## src/verilog/rcsp_pkg.sv

```systemverilog
// Package for the reader control and status page.
// Assumes a single 8-bit register port driven by the host interface logic.
package rcsp_pkg;

  // ==========================================================
  // Register offsets
  localparam logic [5:0] ADDR_CONTROL = 6'h09;
  localparam logic [5:0] ADDR_ERRORS = 6'h0A;
  localparam logic [5:0] ADDR_CLASH = 6'h0B;
  localparam logic [5:0] ADDR_COUNT = 6'h0C;

  // ==========================================================
  // Reset values
  localparam logic [7:0] CONTROL_RST = 8'h00;
  localparam logic [7:0] ERRORS_RST = 8'h40;
  localparam logic [7:0] CLASH_RST = 8'h00;
  localparam logic [7:0] COUNT_RST = 8'h00;

  // ==========================================================
  // Control bit positions
  localparam int CTL_STANDBY = 5;
  localparam int CTL_SLEEP = 4;
  localparam int CTL_CIPHER = 3;
  localparam int CTL_HALT = 2;
  localparam int CTL_LAUNCH = 1;
  localparam int CTL_PURGE = 0;

  // ==========================================================
  // Error bit positions
  localparam int ERR_KEY = 6;
  localparam int ERR_RIGHTS = 5;
  localparam int ERR_OVERRUN = 4;
  localparam int ERR_CHECKSUM = 3;
  localparam int ERR_FRAME = 2;
  localparam int ERR_PARITY = 1;
  localparam int ERR_CLASH = 0;

  // ==========================================================
  // Queue fill count width
  localparam int FILL_W = 7;

  // Host register access
  typedef struct packed {
    logic wr;
    logic rd;
    logic [5:0] addr;
    logic [7:0] wdata;
  } rcsp_bus_s;

  // Events from the command, receive and queue logic
  typedef struct packed {
    logic key_load_start;
    logic key_format_bad;
    logic eeprom_cmd_start;
    logic eeprom_rights_bad;
    logic queue_write_full;
    logic receive_prepare_state;
    logic receive_checksum_check_enable;
    logic checksum_bad;
    logic sof_bad;
    logic parity_bad;
    logic clash_seen;
    logic [7:0] clash_pos;
    logic type_b_mode;
    logic auth_step_two_ok;
    logic cipher_drop;
  } rcsp_evt_s;

endpackage

```

## src/verilog/rcsp_page.sv

```systemverilog
// Control and status register page: control, error flags, clash index, timer count.
// Assumes host strobes and event pulses are synchronous to clk_sys.
//
// Behaviour
// - Control at 09h resets to zero; bits 7 and 6 reserved.
// - Writing control bit 5 enters standby; clock keeps running.
// - Writing control bit 4 enters power-down; clock stopped too.
// - Cipher bit set only by successful second authentication step; enables encryption.
// - Writing bit 2 stops the timer at once; reads as zero.
// - Writing bit 1 starts the timer at once; reads as zero.
// - Writing bit 0 purges queue pointers, fill count, overrun flag; reads zero.
// - Error flags at 0Ah are read-only, reset to 40h, last command status.
// - Key format error set on bad key data, cleared when key load starts.
// - EEPROM rights error set on violation, cleared when EEPROM command starts.
// - Overrun flag set on a write into a full queue.
// - Checksum error set when checking enabled and received checksum fails.
// - Frame error set when received start of frame is wrong.
// - Parity error set when received parity check fails.
// - Collision error set on bit collision, meaningful for type A only.
// - Checksum, frame, parity, collision errors cleared in receive prepare state.
// - Clash index at 0Bh gives bit index of first collision in frame.
// - Clash index does not report collisions in type B mode.
// - Timer count at 0Ch shows current timer value; read-only.
`timescale 1ns/10ps
module rcsp_page (
  input wire logic clk_sys,
  input wire logic rst,
  input rcsp_pkg::rcsp_bus_s bus,
  input rcsp_pkg::rcsp_evt_s evt,
  input wire logic [7:0] countdown_now,
  output logic [7:0] rdata,
  output logic standby_active,
  output logic full_sleep_request,
  output logic card_cipher_active,
  output logic counter_halt_strobe,
  output logic counter_launch_strobe,
  output logic queue_purge,
  output logic queue_overrun_flag,
  output logic [7:0] first_clash_index
);

  // ==========================================================
  // Write decode
  logic ctl_wr;
  assign ctl_wr = bus.wr && (bus.addr == rcsp_pkg::ADDR_CONTROL);

  // ==========================================================
  // Persistent control bits
  logic standby_r;
  logic sleep_r;
  logic cipher_r;

  always_ff @(posedge clk_sys or posedge rst) begin
    if (rst) begin
      standby_r <= rcsp_pkg::CONTROL_RST[rcsp_pkg::CTL_STANDBY];
      sleep_r <= rcsp_pkg::CONTROL_RST[rcsp_pkg::CTL_SLEEP];
    end else if (ctl_wr) begin
      standby_r <= bus.wdata[rcsp_pkg::CTL_STANDBY];
      sleep_r <= bus.wdata[rcsp_pkg::CTL_SLEEP];
    end
  end

  // Cipher: only authentication sets it; host may only clear it
  always_ff @(posedge clk_sys or posedge rst) begin
    if (rst) begin
      cipher_r <= rcsp_pkg::CONTROL_RST[rcsp_pkg::CTL_CIPHER];
    end else if (evt.auth_step_two_ok) begin
      cipher_r <= 1'b1;
    end else if (evt.cipher_drop || (ctl_wr && !bus.wdata[rcsp_pkg::CTL_CIPHER])) begin
      cipher_r <= 1'b0;
    end
  end

  // ==========================================================
  // Strobes, one cycle wide
  always_ff @(posedge clk_sys or posedge rst) begin
    if (rst) begin
      counter_halt_strobe <= 1'b0;
      counter_launch_strobe <= 1'b0;
      queue_purge <= 1'b0;
    end else begin
      counter_halt_strobe <= ctl_wr && bus.wdata[rcsp_pkg::CTL_HALT];
      counter_launch_strobe <= ctl_wr && bus.wdata[rcsp_pkg::CTL_LAUNCH];
      queue_purge <= ctl_wr && bus.wdata[rcsp_pkg::CTL_PURGE];
    end
  end

  always_ff @(posedge clk_sys or posedge rst) begin
    if (rst) begin
      standby_active <= 1'b0;
      full_sleep_request <= 1'b0;
      card_cipher_active <= 1'b0;
    end else begin
      standby_active <= standby_r;
      full_sleep_request <= sleep_r;
      card_cipher_active <= cipher_r;
    end
  end

  // ==========================================================
  // Error flags; a set wins over a clear in the same cycle
  logic [7:0] err_r;
  logic purge_now;
  assign purge_now = ctl_wr && bus.wdata[rcsp_pkg::CTL_PURGE];

  always_ff @(posedge clk_sys or posedge rst) begin
    if (rst) begin
      err_r <= rcsp_pkg::ERRORS_RST;
    end else begin
      err_r[7] <= 1'b0;
      if (evt.key_format_bad) begin
        err_r[rcsp_pkg::ERR_KEY] <= 1'b1;
      end else if (evt.key_load_start) begin
        err_r[rcsp_pkg::ERR_KEY] <= 1'b0;
      end
      if (evt.eeprom_rights_bad) begin
        err_r[rcsp_pkg::ERR_RIGHTS] <= 1'b1;
      end else if (evt.eeprom_cmd_start) begin
        err_r[rcsp_pkg::ERR_RIGHTS] <= 1'b0;
      end
      if (evt.queue_write_full) begin
        err_r[rcsp_pkg::ERR_OVERRUN] <= 1'b1;
      end else if (purge_now) begin
        err_r[rcsp_pkg::ERR_OVERRUN] <= 1'b0;
      end
      if (evt.receive_checksum_check_enable && evt.checksum_bad) begin
        err_r[rcsp_pkg::ERR_CHECKSUM] <= 1'b1;
      end else if (evt.receive_prepare_state) begin
        err_r[rcsp_pkg::ERR_CHECKSUM] <= 1'b0;
      end
      if (evt.sof_bad) begin
        err_r[rcsp_pkg::ERR_FRAME] <= 1'b1;
      end else if (evt.receive_prepare_state) begin
        err_r[rcsp_pkg::ERR_FRAME] <= 1'b0;
      end
      if (evt.parity_bad) begin
        err_r[rcsp_pkg::ERR_PARITY] <= 1'b1;
      end else if (evt.receive_prepare_state) begin
        err_r[rcsp_pkg::ERR_PARITY] <= 1'b0;
      end
      if (evt.clash_seen && !evt.type_b_mode) begin
        err_r[rcsp_pkg::ERR_CLASH] <= 1'b1;
      end else if (evt.receive_prepare_state) begin
        err_r[rcsp_pkg::ERR_CLASH] <= 1'b0;
      end
    end
  end

  always_ff @(posedge clk_sys or posedge rst) begin
    if (rst) begin
      queue_overrun_flag <= 1'b0;
    end else begin
      queue_overrun_flag <= err_r[rcsp_pkg::ERR_OVERRUN];
    end
  end

  // ==========================================================
  // First clash index, latched once per frame
  logic [7:0] clash_r;
  logic clash_held_r;

  always_ff @(posedge clk_sys or posedge rst) begin
    if (rst) begin
      clash_r <= rcsp_pkg::CLASH_RST;
      clash_held_r <= 1'b0;
    end else if (evt.receive_prepare_state) begin
      clash_held_r <= 1'b0;
    end else if (evt.clash_seen && !evt.type_b_mode && !clash_held_r) begin
      clash_r <= evt.clash_pos;
      clash_held_r <= 1'b1;
    end
  end

  always_ff @(posedge clk_sys or posedge rst) begin
    if (rst) begin
      first_clash_index <= rcsp_pkg::CLASH_RST;
    end else begin
      first_clash_index <= clash_r;
    end
  end

  // ==========================================================
  // Read path; strobe bits and reserved bits read zero
  always_ff @(posedge clk_sys or posedge rst) begin
    if (rst) begin
      rdata <= 8'h00;
    end else if (bus.rd) begin
      unique case (bus.addr)
        rcsp_pkg::ADDR_CONTROL: rdata <= {2'b00, standby_r, sleep_r, cipher_r, 3'b000};
        rcsp_pkg::ADDR_ERRORS: rdata <= err_r;
        rcsp_pkg::ADDR_CLASH: rdata <= clash_r;
        rcsp_pkg::ADDR_COUNT: rdata <= countdown_now;
        default: rdata <= 8'h00;
      endcase
    end
  end

endmodule

```

## config.mk

```make
export PLATFORM = sky130hd
export DESIGN_NAME = rcsp_page
export DESIGN_NICKNAME = d
export VERILOG_FILES = /design/src/verilog/rcsp_pkg.sv /design/src/verilog/rcsp_page.sv
export SDC_FILE = /design/constraint.sdc
export NUM_CORES = 1
export LEC_CHECK = 0
export BUFFER_PORTS_ARGS = -buffer_cell sky130_fd_sc_hd__buf_4
export CORE_UTILIZATION = 40
export CTS_CLUSTER_DIAMETER = 150
export CTS_CLUSTER_SIZE = 12
export DETAILED_ROUTE_END_ITERATION = 16
export PLACE_DENSITY = 0.71
export RECOVER_POWER = 100
export SLEW_MARGIN = 20
export SYNTH_ARGS = -nofsm -noshare
export SYNTH_HDL_FRONTEND = slang
export SYNTH_SLANG_ARGS = --single-unit
```

## constraint.sdc

```tcl
create_clock -name clk_sys -period 1.3 [get_ports clk_sys]
set_input_delay 0 -clock clk_sys [delete_from_list [all_inputs] [get_ports clk_sys]]
set_output_delay 0 -clock clk_sys [all_outputs]
set_load 0.01 [all_outputs]
```

==> results of run 1 <==
-- kinds of logic (layout without fill, tap and decap cells) --
kind of cell	Yosys count	after routing	share of synthesized area, %
flops	42	42	64.2
compound gates	32	32	13.7
simple gates	26	26	10.8
buf+inv	13	115	3.97
mux	10	10	6.87
xor+xnor	1	1	0.534
-- through the flow --
stage	hold slack (ps)	instances	setup slack, ps	instance area [um^2]
2_1_floorplan	63.1	124	25.9	1640
3_3_place_gp	158	239	68.4	2200
3_5_place_dp	167	239	10.1	2200
4_1_cts	3.48	274	74.4	2560
5_1_grt	10.7	274	19.6	2460
6_report	9.36	274	59.4	2460
-- cell type report --
| class | count | share of cell area, % |
|---|---|---|
| clock inverter | 1 | 0.203 |
| sequential | 42 | 42.7 |
| inverter | 9 | 1.37 |
| timing repair buffer | 98 | 28.8 |
| tap | 48 | 2.44 |
| clock buffer | 7 | 3.51 |
| multi-input combinational | 69 | 20.9 |
-- worst max-delay path by stage --
stage	cells after the start	to
floorplan	2	clash_r[0]
global placement	5	rdata[5]
detailed placement	5	rdata[5]
CTS	2	err_r[6]
global route	3	clash_r[7]
finish	5	clash_r[2]
-- metal layers --
| layer | vias to the layer above | wire [um] | GRT usage (%) |
|---|---|---|---|
| li1 | 639 | - | - |
| met1 | 640 | 1660 | 25.4 |
| met2 | 47 | 2130 | 34.8 |
| met3 | 6 | 208 | 5.86 |
| met4 | 0 | 55 | 7.45 |
| met5 | - | 0 | 0 |
-- critical path, cell delays in order --
cell and delay, ps:
dlygate4sd3_1 540, clkbuf_1 130, nor3_1 190, buf_4 210, mux2_2 350
-- state kept, by name, indices dropped and copies added (netlist names) --
register and flops:
card_cipher_active 1, cipher_r 1, clash_held_r 1, clash_r 8, counter_halt_strobe 1, counter_launch_strobe 1
err_r 7, first_clash_index 8, full_sleep_request 1, queue_overrun_flag 1, queue_purge 1, rdata 8
sleep_r 1, standby_active 1, standby_r 1
-- synthesized netlist by cell type (all sizes together) (2+ instances only) --
cell type / count
a21o: 5
a21oi: 5
a22o: 4
a22oi: 8
a32oi: 3
and2: 2
and3: 3
buf: 3
dfrtp: 41
inv: 9
mux2: 10
nand2: 4
nand2b: 5
nor2b: 6
o21ai: 5
-- repair_timing --
| action | CTS | global route |
|---|---|---|
| resized for setup | 0 | 0 |
| hold buffers | 27 | 0 |
| hold endpoints to repair | 64 | 0 |
-- power groups by stage --
stage | Sequential, W | Combinational [W] | Clock [W]
3_5_place_dp | 0.00157 | 0.000423 | 0
4_1_cts | 0.00155 | 0.000492 | 0.000871
3_3_place_gp | 0.00156 | 0.000412 | 0
6_report | 0.00154 | 0.000429 | 0.000846
5_1_grt | 0.00156 | 0.000469 | 0.000952
2_1_floorplan | 0.00158 | 0.000135 | 0
==> run summary, run 1 <==
status = complete, no violations
area of the multi-input gates = 515 um^2
Max Slew Vio Count = 0
Root Buffer = clkbuf_8
final hold violations = 0
Synth Register Bits = 42
antenna viol nets, final = 0
H-tree depth = 2
Post-Route WL = 4050 um
layout cells sized above 1 = 28.3%
unrepaired setup endpoints after global routing = no
post-synth top area cell = dfrtp_1
setup TNS = 0 ps
post-layout util = 64.8%
cells on worst reg2reg path = 3
Post-DP HPWL = 2770 um
DRT Pass-1 Iters = 5
Die Y = 66.0 um
Min-Delay Path Class = input port to flop
minimum clock period = 1240 ps
Clock transition at path regs = 70 ps
via count = 1332
Wirelength per Cell = 14.8 um
initial core utilization = 43.1%
asr flop ratio synth = 100%
Worst Path Required = 1470 ps
worst flop-to-flop path endpoint = clash_r[2]
Clk pwr share = 30.0%
syn avg cell area = 13.2 um^2
Port Buffer Count = 68
sw power = 0.000682 W
post-synth cell types = 28
fmax = 806 MHz
global-route wire length before repair = 6540 um
Total GRT Usage = 20.8%
CP Capture Type = flop
CTS tree = done
Antenna Cells = 0
largest net degree at the start of global routing = 43
Final Wtd Congestion = 0.770
r2r setup slk = 70 ps
# DRC = 0
hold path depth = 3
Seq/Total Area, Yosys = 64.2%
Pleak = 1.13 nW
Worst Setup Start Kind = input port
reg-to-reg startpoint = clash_held_r
layout overhead on the synthesized area = 50.2%
initial antenna violation count = 0
CP Max Fanout = 8
cell area after synthesis = 0.00164 mm^2
core footprint = 0.00380 mm^2
Die Area = 0.00436 mm^2
Initial DRC Count = 89
Power Total = 0.00282 W
GRT overflow = 0
CTS buffer count = 5
vias in the first global route = 1394
Pint = 0.00213 W
Tcrit/Tclk final = 95.4%
most frequent cells in the layout = buf_4 (43), dfrtp_1 (41), dlygate4sd3_1 (27)
die width = 66.0 um
Post-Route Skew = 6.47 ps
commonest non-fill, non-tap cell in the layout = buf_4
average vias per placed instance = 4.86
CP arrival = 1410 ps
Clk Latency, worst-skew pair = 290 ps
io pins = 71
FILL cells = 332
CTS max path bufs = 2
postcts setup bufs = 0
post-synth top area share = 62.6%
Primary FF master, synth = dfrtp_1
Max Cap Viol = 0
Post-Syn Nets = 172
Reg area = 0.00105 mm^2
hold path endpoint = cipher_r
Site Rows = 22
Seq pwr share = 54.7%
Comb pwr share = 15.2%
switch share = 24.2%
number of flops mapped to enable cells by yosys = 0
Slew HR = 63.4%
Worst Setup SP = evt[16]
YS warnings = 0
IR drop worst, VDD = 0.629 mV
fin nets = 273
# clock sinks = 42
pwr dens = 1140 mW/mm^2
main area contributors after synthesis = dfrtp_1 (63%), mux2_2 (6.9%), a22oi_1 (3.7%)
cells after synthesis = 124
Hold Crit Start = evt[0]
Slew @ Worst Pin = 548 ps
Setup violations, final = 0
critical path type = input port to flop
Note: power is estimated with default switching activity, not from simulation.
==> inputs of run 2 (changes only) <==
- BUFFER_PORTS_ARGS: -buffer_cell sky130_fd_sc_hd__buf_4 -> not set
- CORE_ASPECT_RATIO: not set -> 0.8
- DONT_BUFFER_PORTS: not set -> 1
- MAX_ROUTING_LAYER: not set -> met4
- PLACE_DENSITY: 0.71 -> 0.55
==> run summary, run 2 (synthesis results as in run 1) <==
status = complete, no violations
FILL cells = 356
r2r setup slk = 40 ps
most frequent cells in the layout = dfrtp_1 (41), dlygate4sd3_1 (37), mux2_2 (10)
Initial DRC Count = 46
fin cells = 226
CTS tree = done
worst flop-to-flop path endpoint = err_r[3]
Worst Setup Start Kind = flop
Final Hold Slack = 5.89 ps
Post-Route Skew = 6.03 ps
Max Cap Viol = 0
Pleak = 0.963 nW
Worst Path Required = 1460 ps
final hold violations = 0
CP Max Fanout = 2
Die Area = 0.00436 mm^2
CP Capture Type = flop
setup TNS = 0 ps
layout overhead on the synthesized area = 34.7%
Wirelength per Cell = 16.1 um
# DRC = 0
# clock sinks = 42
Worst Setup SP = err_r[3]
IR drop worst, VDD = 0.671 mV
Placed Instances = 179
CTS buffer count = 5
DRT Pass-1 Iters = 4
H-tree depth = 2
cells on worst reg2reg path = 2
minimum clock period = 1260 ps
initial antenna violation count = 0
CP arrival = 1420 ps
reg-to-reg startpoint = err_r[3]
vias in the first global route = 1179
Port Buffer Count = 0
Power Total = 0.00282 W
core footprint = 0.00385 mm^2
average vias per placed instance = 5.13
Antenna Cells = 0
global-route wire length before repair = 5540 um
Slew HR = 65.9%
critical path type = flop to flop
die width = 73.6 um
Site Rows = 20
CTS max path bufs = 2
Clk Latency, worst-skew pair = 290 ps
Max Slew Vio Count = 0
Final Wtd Congestion = 0.728
crit path capture = err_r[3]
Die Y = 59.3 um
fin nets = 218
pwr dens = 1280 mW/mm^2
via count = 1160
Regs by FF count = clash_r (8), first_clash_index (8), rdata (8)
GRT overflow = 0
commonest non-fill, non-tap cell in the layout = dfrtp_1
Tcrit/Tclk final = 96.7%
antenna viol nets, final = 0
Placement Cell Area = 0.00171 mm^2
io pins = 71
largest net degree at the start of global routing = 43
fmax = 795 MHz
final instance area = 0.00221 mm^2
Min-Delay Path Class = input port to flop
Post-DP HPWL = 2390 um
Root Buffer = clkbuf_8
Clock transition at path regs = 70 ps
Post-Route WL = 3630 um
unrepaired setup endpoints after global routing = yes
Total GRT Usage = 18.9%
Slew @ Worst Pin = 512 ps
initial core utilization = 42.5%
Setup violations, final = 0
layout cells sized above 1 = 14.6%
==> run 2: how the worst min path moves through the flow <==
stage,slack (ps),endpoint,cells past startpoint,start
CTS,9,err_r[0],2,evt[2]
global placement,30,standby_r,2,rst
finish,6,err_r[0],2,evt[2]
global route,20,queue_purge,3,bus[15]
detailed placement,50,standby_active,2,rst
floorplan,60,clash_held_r,1,evt[16]
==> run 2: metal layers <==
layer / vias to the layer above / part of all wire (%) / global-route usage (%)
li1: 531 / - / -
met1: 577 / 41 / 21.3
met2: 45 / 51 / 31.2
met3: 7 / 6.7 / 5.61
met4: 0 / 1.5 / 8.24
met5: - / 0 / -
==> run 2: worst max-delay path, stage by stage, from the launching register on <==
cell	delay, ps
dfrtp_1	380
a22o_1	210
dlygate4sd3_1	560
==> run 2: area by class of cell <==
cell class	instances	area (um^2)	share of cell area, %
Sequential cell	42	1050	47.7
Timing Repair Buffer	43	420	19.0
Multi-Input combinational cell	69	526	23.8
Inverter	9	33.8	1.53
Tap cell	55	68.8	3.12
Clock inverter	1	30.0	1.36
Clock buffer	7	76.3	3.46
==> run 2: through the flow <==
stage / setup slack [ps] / util, %
final: 42.5 / 57.3
after global routing: -2.74 / 57.3
after CTS: 11.1 / 56.9
after detailed placement: 97.7 / 44.3
after global placement: 135 / 44.3
after floorplan: 25.9 / -
==> run 2: report_power, final <==
part	leakage, nW	total [W]	internal, W	switching (W)
Combinational	0.395	0.000264	0.000170	0.0000941
Sequential	0.516	0.00159	0.00146	0.000126
Clock	0.0524	0.000973	0.000574	0.000399
Total	0.963	0.00282	0.00220	0.000619
==> run 2: what timing repair did <==
item	4_1_cts	5_1_grt
buffers inserted	0	1
hold endpoints to repair	71	0
hold buffers	38	0
setup endpoints to repair	0	3
gates resized for setup	0	2
==> inputs of run 3 (changes only) <==
==> constraint.sdc (replaced) <==
create_clock -name clk_sys -period 1.3 [get_ports clk_sys]
set_input_delay 0.195 -clock clk_sys [delete_from_list [all_inputs] [get_ports clk_sys]]
set_output_delay 0.195 -clock clk_sys [all_outputs]
set_load 0.01 [all_outputs]
==> run summary, run 3 (synthesis results as in run 1) <==
status = complete, no violations
FILL cells = 352
pwr dens = 1380 mW/mm^2
Post-Route Skew = 6.42 ps
CTS buffer count = 5
initial core utilization = 42.5%
unrepaired setup endpoints after global routing = no
Pleak = 0.841 nW
Die Area = 0.00436 mm^2
r2r setup slk = 90 ps
fin nets = 192
io pins = 71
Total GRT Usage = 17.7%
Tcrit/Tclk final = 92.8%
crit path capture = clash_r[7]
GRT overflow = 0
Final Hold Slack = 17.4 ps
largest net degree at the start of global routing = 18
global-route wire length before repair = 5260 um
Post-DP HPWL = 2460 um
Clk Latency, worst-skew pair = 290 ps
fin cells = 200
CP Cell Sequence = nor3_1 -> buf_4 -> mux2_2
Slew @ Worst Pin = 597 ps
DRT Pass-1 Iters = 4
CP Max Fanout = 8
Placed Instances = 183
setup TNS = 0 ps
Reg area = 0.00105 mm^2
antenna viol nets, final = 0
core footprint = 0.00385 mm^2
Post-Route WL = 3350 um
# hold bufs at CTS = 9
Worst Path Required = 1480 ps
Worst path top cell family by delay = flip-flops
CTS tree = done
layout overhead on the synthesized area = 16.3%
layout cells sized above 1 = 17.9%
CP max stage cell = dfrtp_1
Max Cap Viol = 0
Worst Setup Start Kind = flop
average vias per placed instance = 5.24
CP Capture Type = flop
Max Slew Vio Count = 0
area of the multi-input gates = 515 um^2
H-tree depth = 2
postcts setup bufs = 0
Site Rows = 20
PostCTS Resize Cnt = 0
minimum clock period = 1210 ps
commonest non-fill, non-tap cell in the layout = dfrtp_1
CTS max path bufs = 2
die width = 73.6 um
Clock transition at path regs = 70 ps
Root Buffer = clkbuf_8
Critical path buffers and inverters = 1
via count = 1048
critical path type = flop to flop
# DRC = 0
Die Y = 59.3 um
reg-to-reg startpoint = clash_held_r
worst flop-to-flop path endpoint = clash_r[7]
cells on worst reg2reg path = 3
Final Wtd Congestion = 0.760
most frequent cells in the layout = dfrtp_1 (41), mux2_2 (10), dlygate4sd3_1 (9)
final hold violations = 0
Setup violations, final = 0
Port Buffer Count = 0
Wirelength per Cell = 16.7 um
CP arrival = 1390 ps
Worst Setup SP = clash_held_r
Slew HR = 60.0%
fmax = 829 MHz
Regs by FF count = clash_r (8), first_clash_index (8), rdata (8)
Antenna Cells = 0
WP depth = 3
vias in the first global route = 1162
hold path depth = 1
Initial DRC Count = 34
Critical Path Max Stage Delay = 380 ps
IR drop worst, VDD = 0.677 mV
# clock sinks = 42
initial antenna violation count = 0
Power Total = 0.00262 W
Min-Delay Path Class = input port to flop
==> run 3: cell types whose count changed in the layout (fill, tap and decap cells not counted), sizes merged <==
cell	previous run	this run
dlymetal6s4s	1	0
bufinv	1	0
clkinv	1	2
dlygate4sd3	37	9
clkbuf	7	9
clkinvlp	0	1
==> run 3: routing by layer <==
metal  up-vias  part of all wire, %  global-route usage [%]
li1        478                    -                       -
met1       513                   43                    19.8
met2        45                   46                    26.5
met3        12                  7.8                    7.14
met4         0                  3.4                    11.0
met5         -                    0                       -
==> run 3: through the flow <==
step | area (um^2) | util (%) | setup WS, ps
2_1_floorplan | 1640 | - | 25.9
3_3_place_gp | 1740 | 45.1 | 52.9
3_5_place_dp | 1740 | 45.1 | 23.1
4_1_cts | 1920 | 49.9 | 92.9
5_1_grt | 1910 | 49.5 | 35.2
6_report | 1910 | 49.5 | 93.5
==> run 3: area by class of cell <==
type                            instances  share of cell area [%]
Clock buffer                            6                    4.33
Timing Repair Buffer                   17                    7.41
Sequential cell                        42                    55.2
Tap cell                               55                    3.61
Inverter                                9                    1.77
Clock inverter                          2                   0.656
Multi-Input combinational cell         69                    27.0
==> run 3: report_power, final <==
part / switching (W) / internal [W] / leakage, nW
registers: 0.000126 / 0.00146 / 0.515
clock network: 0.000429 / 0.000426 / 0.0472
logic: 0.0000750 / 0.000108 / 0.279
total: 0.000630 / 0.00199 / 0.841
==> run 3: how the worst min path moves through the flow <==
stage	start	to	slack, ps
2_1_floorplan	evt[16]	clash_held_r	260
3_3_place_gp	rst	standby_r	90
3_5_place_dp	rst	err_r[5]	110
4_1_cts	bus[14]	rdata[3]	5
5_1_grt	bus[14]	rdata[3]	8
6_report	bus[14]	rdata[3]	20
